$ cat config.mk
export PLATFORM = sky130hd
export DESIGN_NAME = pwm_carrier_timer
export DESIGN_NICKNAME = d
export VERILOG_FILES = /design/src/timer_unit.v /design/src/pwm_carrier_timer.v
export VERILOG_INCLUDE_DIRS = /design/src
export SDC_FILE = /design/constraint.sdc
export NUM_CORES = 1
export LEC_CHECK = 0
export BUFFER_PORTS_ARGS = -buffer_cell sky130_fd_sc_hd__buf_4
export CAP_MARGIN = 10
export CORE_MARGIN = 2
export CORE_UTILIZATION = 54
export CTS_CLUSTER_SIZE = 25
export DETAILED_ROUTE_END_ITERATION = 7
export MAX_ROUTING_LAYER = met4
export PLACE_DENSITY = 0.77
export SYNTH_ARGS = -nofsm -noshare
export SYNTH_HDL_FRONTEND = slang
export SYNTH_SLANG_ARGS = --single-unit
$ cat constraint.sdc
create_clock -name clock -period 2.3 [get_ports clock]
set_clock_uncertainty 0.2 [all_clocks]
set_input_delay 0.23 -clock clock [delete_from_list [all_inputs] [get_ports clock]]
set_output_delay 0.23 -clock clock [all_outputs]
set_load 0.05 [all_outputs]
$ cat src/eight_bit_pwm_map.vh
`ifndef EIGHT_BIT_PWM_MAP_VH
`define EIGHT_BIT_PWM_MAP_VH
// Register byte offsets
`define UNIT0_MODE_OFS 8'h00
`define UNIT0_PERIOD_OFS 8'h04
`define UNIT0_DUTY_OFS 8'h08
`define UNIT1_MODE_OFS 8'h0c
`define UNIT1_PERIOD_OFS 8'h10
`define UNIT1_DUTY_OFS 8'h14
`define CARRIER_CTRL_OFS 8'h18
`define EVENT_MODE_OFS 8'h1c
`define EVENT_COMPARE_OFS 8'h20
`define IRQ_STATUS_OFS 8'h24
`define IRQ_MASK_OFS 8'h28
`define COUNT_VIEW_OFS 8'h2c
// Mode register fields
`define MODE_RUN_BIT 7
`define MODE_CKS_HI 6
`define MODE_CKS_LO 4
`define MODE_SEL_HI 3
`define MODE_SEL_LO 2
// Operating modes
`define MODE_INTERVAL 2'h0
`define MODE_PWM 2'h1
`define MODE_CARRIER 2'h2
// Carrier control fields
`define CAR_BUFFER_BIT 0
`define CAR_LEVEL_BIT 1
`define CAR_OUTPUT_BIT 2
// Status bits
`define IRQ_UNIT0_BIT 0
`define IRQ_UNIT1_BIT 1
`define IRQ_EVENT_BIT 2
// Reset values
`define RESET_BYTE 8'h00
`define RESET_PERIOD 8'hff
// Count clocks before a new duty value is used
`define DUTY_TRANSFER_TICKS 2'h3
// Clock select code for internal oscillator divided by 128
`define CKS_OSC_DIV128 3'h5
`endif

$ cat src/timer_unit.v
`timescale 1ns/10ps
`default_nettype none
`include "eight_bit_pwm_map.vh"
module timer_unit (
	input wire clock,
	input wire nrst,
	input wire countTick,
	input wire run,
	input wire [1:0] mode,
	input wire [7:0] period,
	input wire [7:0] duty,
	input wire dutyWritten,
	output reg [7:0] count,
	output reg timerOut,
	output reg periodMatch
);
	reg [7:0] workingDuty;
	reg [1:0] transferCount;
	reg transferPending;
	reg carrierHigh;
	wire [7:0] target;

	// Duty value moves to the compare stage after three count clocks
	always @(posedge clock) begin
		if (!nrst) begin
			workingDuty <= `RESET_BYTE;
			transferCount <= 2'h0;
			transferPending <= 1'b0;
		end else if (dutyWritten) begin
			transferPending <= 1'b1;
			transferCount <= 2'h0;
		end else if (transferPending && countTick) begin
			if (transferCount == `DUTY_TRANSFER_TICKS - 2'h1) begin
				workingDuty <= duty;
				transferPending <= 1'b0;
			end
			transferCount <= transferCount + 2'h1;
		end
	end

	// Carrier mode counts the low phase to period, the high phase to duty
	assign target = (mode == `MODE_CARRIER && carrierHigh) ? workingDuty : period;

	// Counter, compare and output
	always @(posedge clock) begin
		if (!nrst) begin
			count <= 8'h00;
			timerOut <= 1'b0;
			carrierHigh <= 1'b0;
			periodMatch <= 1'b0;
		end else if (!run) begin
			count <= 8'h00;
			timerOut <= 1'b0;
			carrierHigh <= 1'b0;
			periodMatch <= 1'b0;
		end else begin
			periodMatch <= 1'b0;
			if (countTick) begin
				if (count == target) begin
					count <= 8'h00;
					periodMatch <= ~(mode == `MODE_CARRIER && carrierHigh);
					case (mode)
						`MODE_PWM: timerOut <= 1'b1;
						`MODE_CARRIER: begin
							carrierHigh <= ~carrierHigh;
							timerOut <= ~carrierHigh;
						end
						default: timerOut <= ~timerOut;
					endcase
				end else begin
					count <= count + 8'h01;
					if (mode == `MODE_PWM && count == workingDuty)
						timerOut <= 1'b0;
				end
			end
		end
	end
endmodule
`default_nettype wire

$ cat src/pwm_carrier_timer.v
// Our own choices: the APB interface to the registers and the register addresses.
`timescale 1ns/10ps
`default_nettype none
`include "eight_bit_pwm_map.vh"
module pwm_carrier_timer (
	input wire clock,
	input wire nrst,
	input wire psel,
	input wire penable,
	input wire pwrite,
	input wire [7:0] paddr,
	input wire [31:0] pwdata,
	output reg [31:0] prdata,
	output reg pready,
	output reg pslverr,
	input wire oscPin,
	output reg irq,
	output reg firstUnitOut,
	output reg secondUnitOut,
	output reg carrierPin
);
	reg [7:0] firstUnitMode;
	reg [7:0] firstUnitPeriod;
	reg [7:0] firstUnitDuty;
	reg [7:0] secondUnitMode;
	reg [7:0] secondUnitPeriod;
	reg [7:0] secondUnitDuty;
	reg [7:0] eventMode;
	reg [7:0] eventCompare;
	reg [7:0] eventCount;
	reg carrierBuffer;
	reg remoteLevel;
	reg carrierOutput;
	reg [2:0] status;
	reg [2:0] mask;
	reg [9:0] prescale;
	reg [9:0] prescaleLast;
	reg [2:0] oscSync;
	reg oscLevel;
	reg [6:0] oscDivide;
	reg oscDivLast;
	reg [2:0] next_status;
	reg [31:0] readData;
	wire access;
	wire writeDone;
	wire readDone;
	wire [9:0] risen;
	wire oscTick128;
	wire firstTick;
	wire secondTick;
	wire eventTick;
	wire [7:0] count0;
	wire [7:0] count1;
	wire out0;
	wire out1;
	wire match0;
	wire match1;
	reg eventMatch;
	wire carrierMode;

	// Count clock choice from the divider taps; code 101 uses the oscillator
	function selectTick;
		input [2:0] code;
		input [9:0] taps;
		input oscTap;
		begin
			case (code)
				3'h0: selectTick = taps[0];
				3'h1: selectTick = taps[1];
				3'h2: selectTick = taps[3];
				3'h3: selectTick = taps[5];
				3'h4: selectTick = taps[7];
				3'h5: selectTick = oscTap;
				3'h6: selectTick = taps[8];
				default: selectTick = taps[9];
			endcase
		end
	endfunction

	// APB handshake: one wait cycle, transfer completes when pready is high
	assign access = psel && penable;
	assign writeDone = access && pready && pwrite;
	assign readDone = access && pready && !pwrite;
	assign carrierMode = secondUnitMode[`MODE_SEL_HI:`MODE_SEL_LO] == `MODE_CARRIER;

	// System clock prescaler; a tap edge is one system cycle wide
	always @(posedge clock) begin
		if (!nrst) begin
			prescale <= 10'h000;
			prescaleLast <= 10'h000;
		end else begin
			prescale <= prescale + 10'h001;
			prescaleLast <= prescale;
		end
	end
	assign risen = prescale & ~prescaleLast;

	// Oscillator pin passes three flops; a change counts when the last two agree
	always @(posedge clock) begin
		if (!nrst) begin
			oscSync <= 3'h0;
			oscLevel <= 1'b0;
			oscDivide <= 7'h00;
			oscDivLast <= 1'b0;
		end else begin
			oscSync <= {oscSync[1:0], oscPin};
			if (oscSync[2] == oscSync[1])
				oscLevel <= oscSync[2];
			if (oscSync[2] == oscSync[1] && oscSync[2] && !oscLevel)
				oscDivide <= oscDivide + 7'h01;
			oscDivLast <= oscDivide[6];
		end
	end
	assign oscTick128 = oscDivide[6] && !oscDivLast;

	assign firstTick = selectTick(firstUnitMode[`MODE_CKS_HI:`MODE_CKS_LO], risen, oscTick128);
	assign secondTick = selectTick(secondUnitMode[`MODE_CKS_HI:`MODE_CKS_LO], risen, oscTick128);
	assign eventTick = selectTick(eventMode[`MODE_CKS_HI:`MODE_CKS_LO], risen, oscTick128);

	timer_unit firstUnit (
		.clock(clock),
		.nrst(nrst),
		.countTick(firstTick),
		.run(firstUnitMode[`MODE_RUN_BIT]),
		.mode(firstUnitMode[`MODE_SEL_HI:`MODE_SEL_LO]),
		.period(firstUnitPeriod),
		.duty(firstUnitDuty),
		.dutyWritten(writeDone && paddr == `UNIT0_DUTY_OFS),
		.count(count0),
		.timerOut(out0),
		.periodMatch(match0)
	);

	timer_unit secondUnit (
		.clock(clock),
		.nrst(nrst),
		.countTick(secondTick),
		.run(secondUnitMode[`MODE_RUN_BIT]),
		.mode(secondUnitMode[`MODE_SEL_HI:`MODE_SEL_LO]),
		.period(secondUnitPeriod),
		.duty(secondUnitDuty),
		.dutyWritten(writeDone && paddr == `UNIT1_DUTY_OFS),
		.count(count1),
		.timerOut(out1),
		.periodMatch(match1)
	);

	// Companion event counter; its match latches the buffer bit in carrier mode and interrupts
	always @(posedge clock) begin
		if (!nrst) begin
			eventCount <= 8'h00;
			eventMatch <= 1'b0;
			carrierOutput <= 1'b0;
		end else begin
			eventMatch <= 1'b0;
			if (!eventMode[`MODE_RUN_BIT]) begin
				eventCount <= 8'h00;
			end else if (eventTick) begin
				if (eventCount == eventCompare) begin
					eventCount <= 8'h00;
					eventMatch <= 1'b1;
					if (carrierMode)
						carrierOutput <= carrierBuffer;
				end else begin
					eventCount <= eventCount + 8'h01;
				end
			end
		end
	end

	// Register writes
	always @(posedge clock) begin
		if (!nrst) begin
			firstUnitMode <= `RESET_BYTE;
			firstUnitPeriod <= `RESET_PERIOD;
			firstUnitDuty <= `RESET_BYTE;
			secondUnitMode <= `RESET_BYTE;
			secondUnitPeriod <= `RESET_PERIOD;
			secondUnitDuty <= `RESET_BYTE;
			eventMode <= `RESET_BYTE;
			eventCompare <= `RESET_PERIOD;
			carrierBuffer <= 1'b0;
			remoteLevel <= 1'b0;
			mask <= 3'h0;
		end else if (writeDone) begin
			case (paddr)
				`UNIT0_MODE_OFS: firstUnitMode <= pwdata[7:0];
				`UNIT0_PERIOD_OFS: firstUnitPeriod <= pwdata[7:0];
				`UNIT0_DUTY_OFS: firstUnitDuty <= pwdata[7:0];
				`UNIT1_MODE_OFS: secondUnitMode <= pwdata[7:0];
				`UNIT1_PERIOD_OFS: secondUnitPeriod <= pwdata[7:0];
				`UNIT1_DUTY_OFS: secondUnitDuty <= pwdata[7:0];
				`CARRIER_CTRL_OFS: begin
					carrierBuffer <= pwdata[`CAR_BUFFER_BIT];
					remoteLevel <= pwdata[`CAR_LEVEL_BIT];
				end
				`EVENT_MODE_OFS: eventMode <= pwdata[7:0];
				`EVENT_COMPARE_OFS: eventCompare <= pwdata[7:0];
				`IRQ_MASK_OFS: mask <= pwdata[2:0];
				default: mask <= mask;
			endcase
		end
	end

	// Read mux; unmapped addresses read zero
	always @* begin
		readData = 32'h00000000;
		case (paddr)
			`UNIT0_MODE_OFS: readData[7:0] = firstUnitMode;
			`UNIT0_PERIOD_OFS: readData[7:0] = firstUnitPeriod;
			`UNIT0_DUTY_OFS: readData[7:0] = firstUnitDuty;
			`UNIT1_MODE_OFS: readData[7:0] = secondUnitMode;
			`UNIT1_PERIOD_OFS: readData[7:0] = secondUnitPeriod;
			`UNIT1_DUTY_OFS: readData[7:0] = secondUnitDuty;
			`CARRIER_CTRL_OFS: readData[2:0] = {carrierOutput, remoteLevel, carrierBuffer};
			`EVENT_MODE_OFS: readData[7:0] = eventMode;
			`EVENT_COMPARE_OFS: readData[7:0] = eventCompare;
			`IRQ_STATUS_OFS: readData[2:0] = status;
			`IRQ_MASK_OFS: readData[2:0] = mask;
			`COUNT_VIEW_OFS: readData[23:0] = {eventCount, count1, count0};
			default: readData = 32'h00000000;
		endcase
	end

	// Sticky status; read clears, a new event in the same cycle wins
	always @* begin
		next_status = status;
		if (readDone && paddr == `IRQ_STATUS_OFS)
			next_status = 3'h0;
		if (match0)
			next_status[`IRQ_UNIT0_BIT] = 1'b1;
		if (match1)
			next_status[`IRQ_UNIT1_BIT] = 1'b1;
		if (eventMatch)
			next_status[`IRQ_EVENT_BIT] = 1'b1;
	end

	// Bus answer, interrupt and pin registers
	always @(posedge clock) begin
		if (!nrst) begin
			status <= 3'h0;
			pready <= 1'b0;
			pslverr <= 1'b0;
			prdata <= 32'h00000000;
			irq <= 1'b0;
			firstUnitOut <= 1'b0;
			secondUnitOut <= 1'b0;
			carrierPin <= 1'b0;
		end else begin
			status <= next_status;
			pready <= access && !pready;
			pslverr <= 1'b0;
			if (access && !pready && !pwrite)
				prdata <= readData;
			irq <= |(next_status & mask);
			firstUnitOut <= out0;
			secondUnitOut <= out1;
			// Carrier gated by the output bit; level bit sets active polarity
			carrierPin <= carrierMode ? ((carrierOutput & out1) ^ ~remoteLevel) : 1'b0;
		end
	end
endmodule
`default_nettype wire

# --- Word-level counts from Yosys, hierarchy flattened ---
# Cells that the tools add are included.
totals:
  reg_bits: 187
  elab_cells: 193
classes:
  addsub: 7
  eq_ne: 41
  muxes: 28
  bitwise: 15
  n_reduce_logical: 61
ops:
  columns: ["operator", "count"]
  rows:
  - ["$pmux W5 S9", 1]
  - ["$eq A8 B8 Y1", 5]
  - ["$mux W8", 5]
  - ["$pmux W3 S12", 1]
  - ["$reduce_and A2 Y1", 18]
  - ["$eq A8 B5 Y1 const B", 4]
  - ["$eq A8 B6 Y1 const B", 4]
  - ["$eq A3 B3 Y1 const B", 9]
  - ["$add A8 B1 Y8 const B", 3]
  - ["$pmux W1 S7", 3]
  - ["$eq A3 B2 Y1 const B", 6]
  - ["$logic_and A1 B1 Y1", 18]
  - ["$eq A8 B4 Y1 const B", 2]
  - ["$mux W16", 1]
  - ["$reduce_and A3 Y1", 5]
  - ["$mux W1", 14]
  - ["$reduce_and A4 Y1", 3]
  - ["$reduce_bool A2 Y1", 6]
  - ["$add A10 B1 Y10 const B", 1]
  - ["$and A10 B10 Y10", 1]
  - ["$not A1 Y1", 10]
  - ["$not A10 Y10", 1]
  - ["$eq A3 B1 Y1 const B", 3]
  - ["$logic_not A3 Y1", 3]
  - ["15 further kinds", 25]

# --- Logic depth before layout (Yosys ltp) ---
logic_depth:
  depth_word: 8
  mapped_depth: 9
  ltp_nobuf: 8

# --- Hierarchy ---
# A second synthesis with hierarchy kept.
hier_totals:
  cells_unflattened: 1000
  hier_area_um2: 8911.0
modules_own_cells:
  columns: ["mod", "instances", "cells_each", "area_per_inst_um2", "seq_area_each_um2"]
  rows:
  - ["pwm_carrier_timer", 1, 708, 6424.9, 2802.7]
  - ["timer_unit (firstUnit)", 1, 147, 1265.0, 440.4]
  - ["timer_unit (secondUnit)", 1, 145, 1221.2, 440.4]

# --- Worst setup path after synthesis ---
# OpenSTA, ideal clock, no wires.
synth_timing:
  kind: "register to register"
  start: "register pready"
  end: "register secondUnit.workingDuty[0]"
  arrival_time_ns: 2.141
  t_required_ns: 1.984
  setup_slack_ns: -0.157
  path_stages_with_launch: 9
  n_path_buf: 2
  synth_period_minus_slack_ns: 2.457
  path_cell_list: "dfxtp_1 and4_1 clkbuf_1 nand2_1 nor2_4 nand4b_1 buf_4 mux2i_1 nor2b_1"
synth_via:
  elab_chain_cells: 5
synth_rtl:
  columns: ["element", "line", "rtl"]
  rows:
  - ["start: declaration", "pwm_carrier_timer.v:14", "output reg pready,"]
  - ["start signal: assignment", "pwm_carrier_timer.v:251", "pready <= access && !pready;"]
  - ["$logic_and A1 B1 Y1 (2 in series)", "pwm_carrier_timer.v:82", "assign writeDone = access && pready && pwrite;"]
  - ["$logic_and A1 B1 Y1 (no line)", null, null]
  - ["$not A1 Y1 (no line)", null, null]
  - ["$reduce_and A3 Y1 (no line)", null, null]
  - ["end signal: assignment", "timer_unit.v:26", "workingDuty <= `RESET_BYTE;"]
  - ["end signal: assignment", "timer_unit.v:34", "workingDuty <= duty;"]
  - ["end: declaration", "timer_unit.v:17", "reg [7:0] workingDuty;"]
# No other way between the ends.
# A chain may end at the register's enable or synchronous reset.

# --- Final worst setup path ---
layout_timing:
  start: "register secondUnitMode[2]"
  end: "register secondUnit.timerOut"
layout_via:
  elab_chain_cells: 6
  word_cells_on_any_way: 10
  classes_between: "eq/ne (3); mux (3); reduce/logical (4)"
layout_rtl:
  columns: ["element", "line", "rtl"]
  rows:
  - ["start: declaration", "pwm_carrier_timer.v:25", "reg [7:0] secondUnitMode;"]
  - ["start signal: assignment", "pwm_carrier_timer.v:177", "secondUnitMode <= `RESET_BYTE;"]
  - ["start signal: assignment", "pwm_carrier_timer.v:190", "`UNIT1_MODE_OFS: secondUnitMode <= pwdata[7:0];"]
  - ["$eq A2 B2 Y1", "timer_unit.v:62", "case (mode)"]
  - ["$logic_and A1 B1 Y1", "timer_unit.v:42", "assign target = (mode == `MODE_CARRIER && carrierHigh) ? workingDuty : period;"]
  - ["$mux W8", "timer_unit.v:42", null]
  - ["$eq A8 B8 Y1", "timer_unit.v:59", "if (count == target) begin"]
  - ["$reduce_bool A2 Y1 (no line)", null, null]
  - ["$reduce_and A2 Y1 (no line)", null, null]
  - ["end signal: assignment", "timer_unit.v:66", "timerOut <= ~carrierHigh;"]
  - ["end signal: assignment", "timer_unit.v:68", "default: timerOut <= ~timerOut;"]
  - ["end: declaration", "timer_unit.v:14", "output reg timerOut,"]
# Several ways; a longest one is shown, not always the timed one.

==> impl_metrics.tcl <==
set metrics [dict create \
    status "completed" \
    fin_area_mm2 0.0108 \
    cap_violations 0 \
    antenna_found_initial 0 \
    cts-buffers-inserted 17 \
    rsz0062_at_grt "true" \
    end_kind "flop" \
    vias_per_cell 5.83 \
    yosysTopAreaCell "dfxtp_1" \
    synth_ff_type "dfxtp_1" \
    synth.distinct_cells 73 \
    die_area_mm2 0.0176 \
    routedWlPerCell_um 18.8 \
    dp_worst_setup_slack_ns -0.0690 \
    slew_headroom_pct 64.6 \
    clk_path_buf_depth 2 \
    ys_warn_count 0 \
    fin_tns_setup_ns 0 \
    die_y_um 133 \
    multi_input_comb_area_mm2 0.00502 \
    synthToLayoutAreaGrowth_pct 21.2 \
    worstPathArrival_ns 2.42 \
    ir_drop_mv 0.516 \
    num_vias 7633 \
    nFillCells 1319 \
    reg_top3 "prdata: 24 flops, prescale: 10 flops" \
    grt_pass1_vias 7194 \
    synth_edf_count 0 \
    largest_register "prdata" \
    path_max_fanout 3 \
    cts_tree "done" \
    htree_levels 4 \
    numPortBuffers 50 \
    antenna_cells 0 \
    syn_area_per_cell_um2 9.06 \
    synth_top_area_share_pct 41.3 \
    setup_ws_ns 0.0529 \
    root_buffer "clkbuf_16" \
    clock.fmax_ghz 0.445 \
    largest_register_ffs 24 \
    p_leak_nw 4.09 \
    path_clk_slew_ns 0.07 \
    syn_inst 984 \
    ff_latch_area_mm2 0.00370 \
    drv_slew 0 \
    synth.most_common_cell "dfxtp_1" \
    grt_remaining_overflow 0 \
    drive_gt1_share_pct 19.5 \
    synthArstFlopShare_pct 0 \
    grt_max_degree 49 \
    hold_ws_ns 0.0649 \
    path_class "reg -> reg" \
    start_kind "flop" \
    cp.required_ns 2.47 \
    nets 1138 \
    grtUsageTotal_pct 28.7 \
    std_cell_rows 46 \
    netlist_top_cells_area "dfxtp_1 41%, mux2i_1 7.5%, nor2b_1 5.4%, nand2_1 4.5%, xnor2_1 4.4%" \
    drt-initial-drc-count 748 \
    power_density_mw_per_mm2 617 \
    ant_nets 0 \
    cts.sinks 184 \
    placeableCoreArea_mm2 0.0160 \
    ys_top_cells_by_count "184 x dfxtp_1, 106 x nand2_1, 77 x nor2b_1" \
    drc_errors 0 \
    total_power_mw 6.68 \
    yosysSeqAreaShare_pct 41.3 \
    routabilityCongestion 0.955 \
    dpl_cell_area_mm2 0.00989 \
    finalCriticalPeriod_ns 2.25 \
    hold_path.class "in -> reg" \
    worst_pin_slew_ns 0.530 \
    finalHoldViolCount 0 \
    clock_latency_ns 0.44 \
    first_pass_iters 6 \
    hpwl_um 17200 \
    grt_pass1_wl_um 38700 \
    fin_crit_sh_pct 97.7 \
    synth_area_mm2 0.00892 \
    setup_viol 0 \
    io-pin-count 84 \
    die_x_um 133 \
    synth_seq_cells 184 \
    start_util_pct 55.7 \
    postRouteWirelength_um 24600 \
]
per-stage QoR:
step                util [%]  cells
floorplan                  -    992
global placement        61.8   1261
detailed placement      61.8   1261
CTS                     66.8   1307
global route            67.6   1309
finish                  67.6   1309
worst paths after layout:
check,startpoint,to,slack (ns),cells after the start
setup / recovery,secondUnitMode[2],secondUnit.timerOut,0.05,8
hold / removal,pwrite,status[2],0.06,4
setup reg to reg,secondUnitMode[2],secondUnit.timerOut,0.05,8
hold reg to reg,oscSync[0],oscSync[1],0.25,1
logic make-up (layout without fill, tap and decap cells):
family,after synthesis,in the layout,share of synthesized area (%)
fa+ha+maj,12,12,1.68
other cells,1,9,0.0420
buf+inv,86,187,4.31
xor+xnor,62,62,6.09
flops,184,184,41.3
compound gates,153,153,11.9
mux,84,84,10.6
simple gates,402,402,24.1
area by class of cell:
type	count	share of cell area (%)
flip-flops and latches	184	34.2
clock buffers	20	4.22
clock inverters	12	1.54
inverters	17	0.590
multi-input cells	722	46.4
repair buffers	138	10.5
well taps	216	2.50
routing by layer:
metal	GRT usage (%)	vias to the layer above	share of wire [%]
li1	-	3618	-
met1	38.5	3653	44
met2	44.2	306	46
met3	4.87	56	7.4
met4	9.44	0	2.5
met5	-	-	0
cell usage in the layout (no fill, tap or decap), types with 8 or more instances in the layout:
cell type / n
xnor2_1: 45
clkbuf_16: 17
nand2_1: 104
nand2b_1: 11
conb_1: 9
a22oi_1: 30
nor2_1: 49
inv_1: 16
nor2b_1: 77
dfxtp_1: 172
xor2_1: 17
dfxtp_2: 11
mux2_2: 8
and2_1: 31
a21boi_0: 12
o21ai_0: 32
ha_1: 10
and3_1: 13
nand3_1: 52
nand4_1: 14
dlygate4sd3_1: 14
a21oi_1: 18
mux2i_1: 67
buf_4: 118
power breakdown:
part           switching (mW)  total [mW]  internal (mW)  leakage, nW
Sequential            0.00701        3.20           3.19         1.49
Clock                    1.29        3.07           1.78        0.297
Combinational           0.237       0.402          0.165         2.30
what timing repair did:
action	4_1_cts	5_1_grt
resized for setup	10	23
setup buffers	0	2
hold buffers	14	0
endpoints found under the hold margin	63	0
setup endpoints to repair	20	31
pin swaps	5	9
worst max-delay path: stages (launching register included):
cell and delay, ns:
dfxtp_2 0.33, inv_2 0.05, ha_4 0.16, nand2_4 0.07, mux2_4 0.30, a222oi_1 0.43
o211ai_1 0.24, a211o_1 0.27, a21oi_1 0.13
No activity file was read; power rests on OpenSTA's default activity.
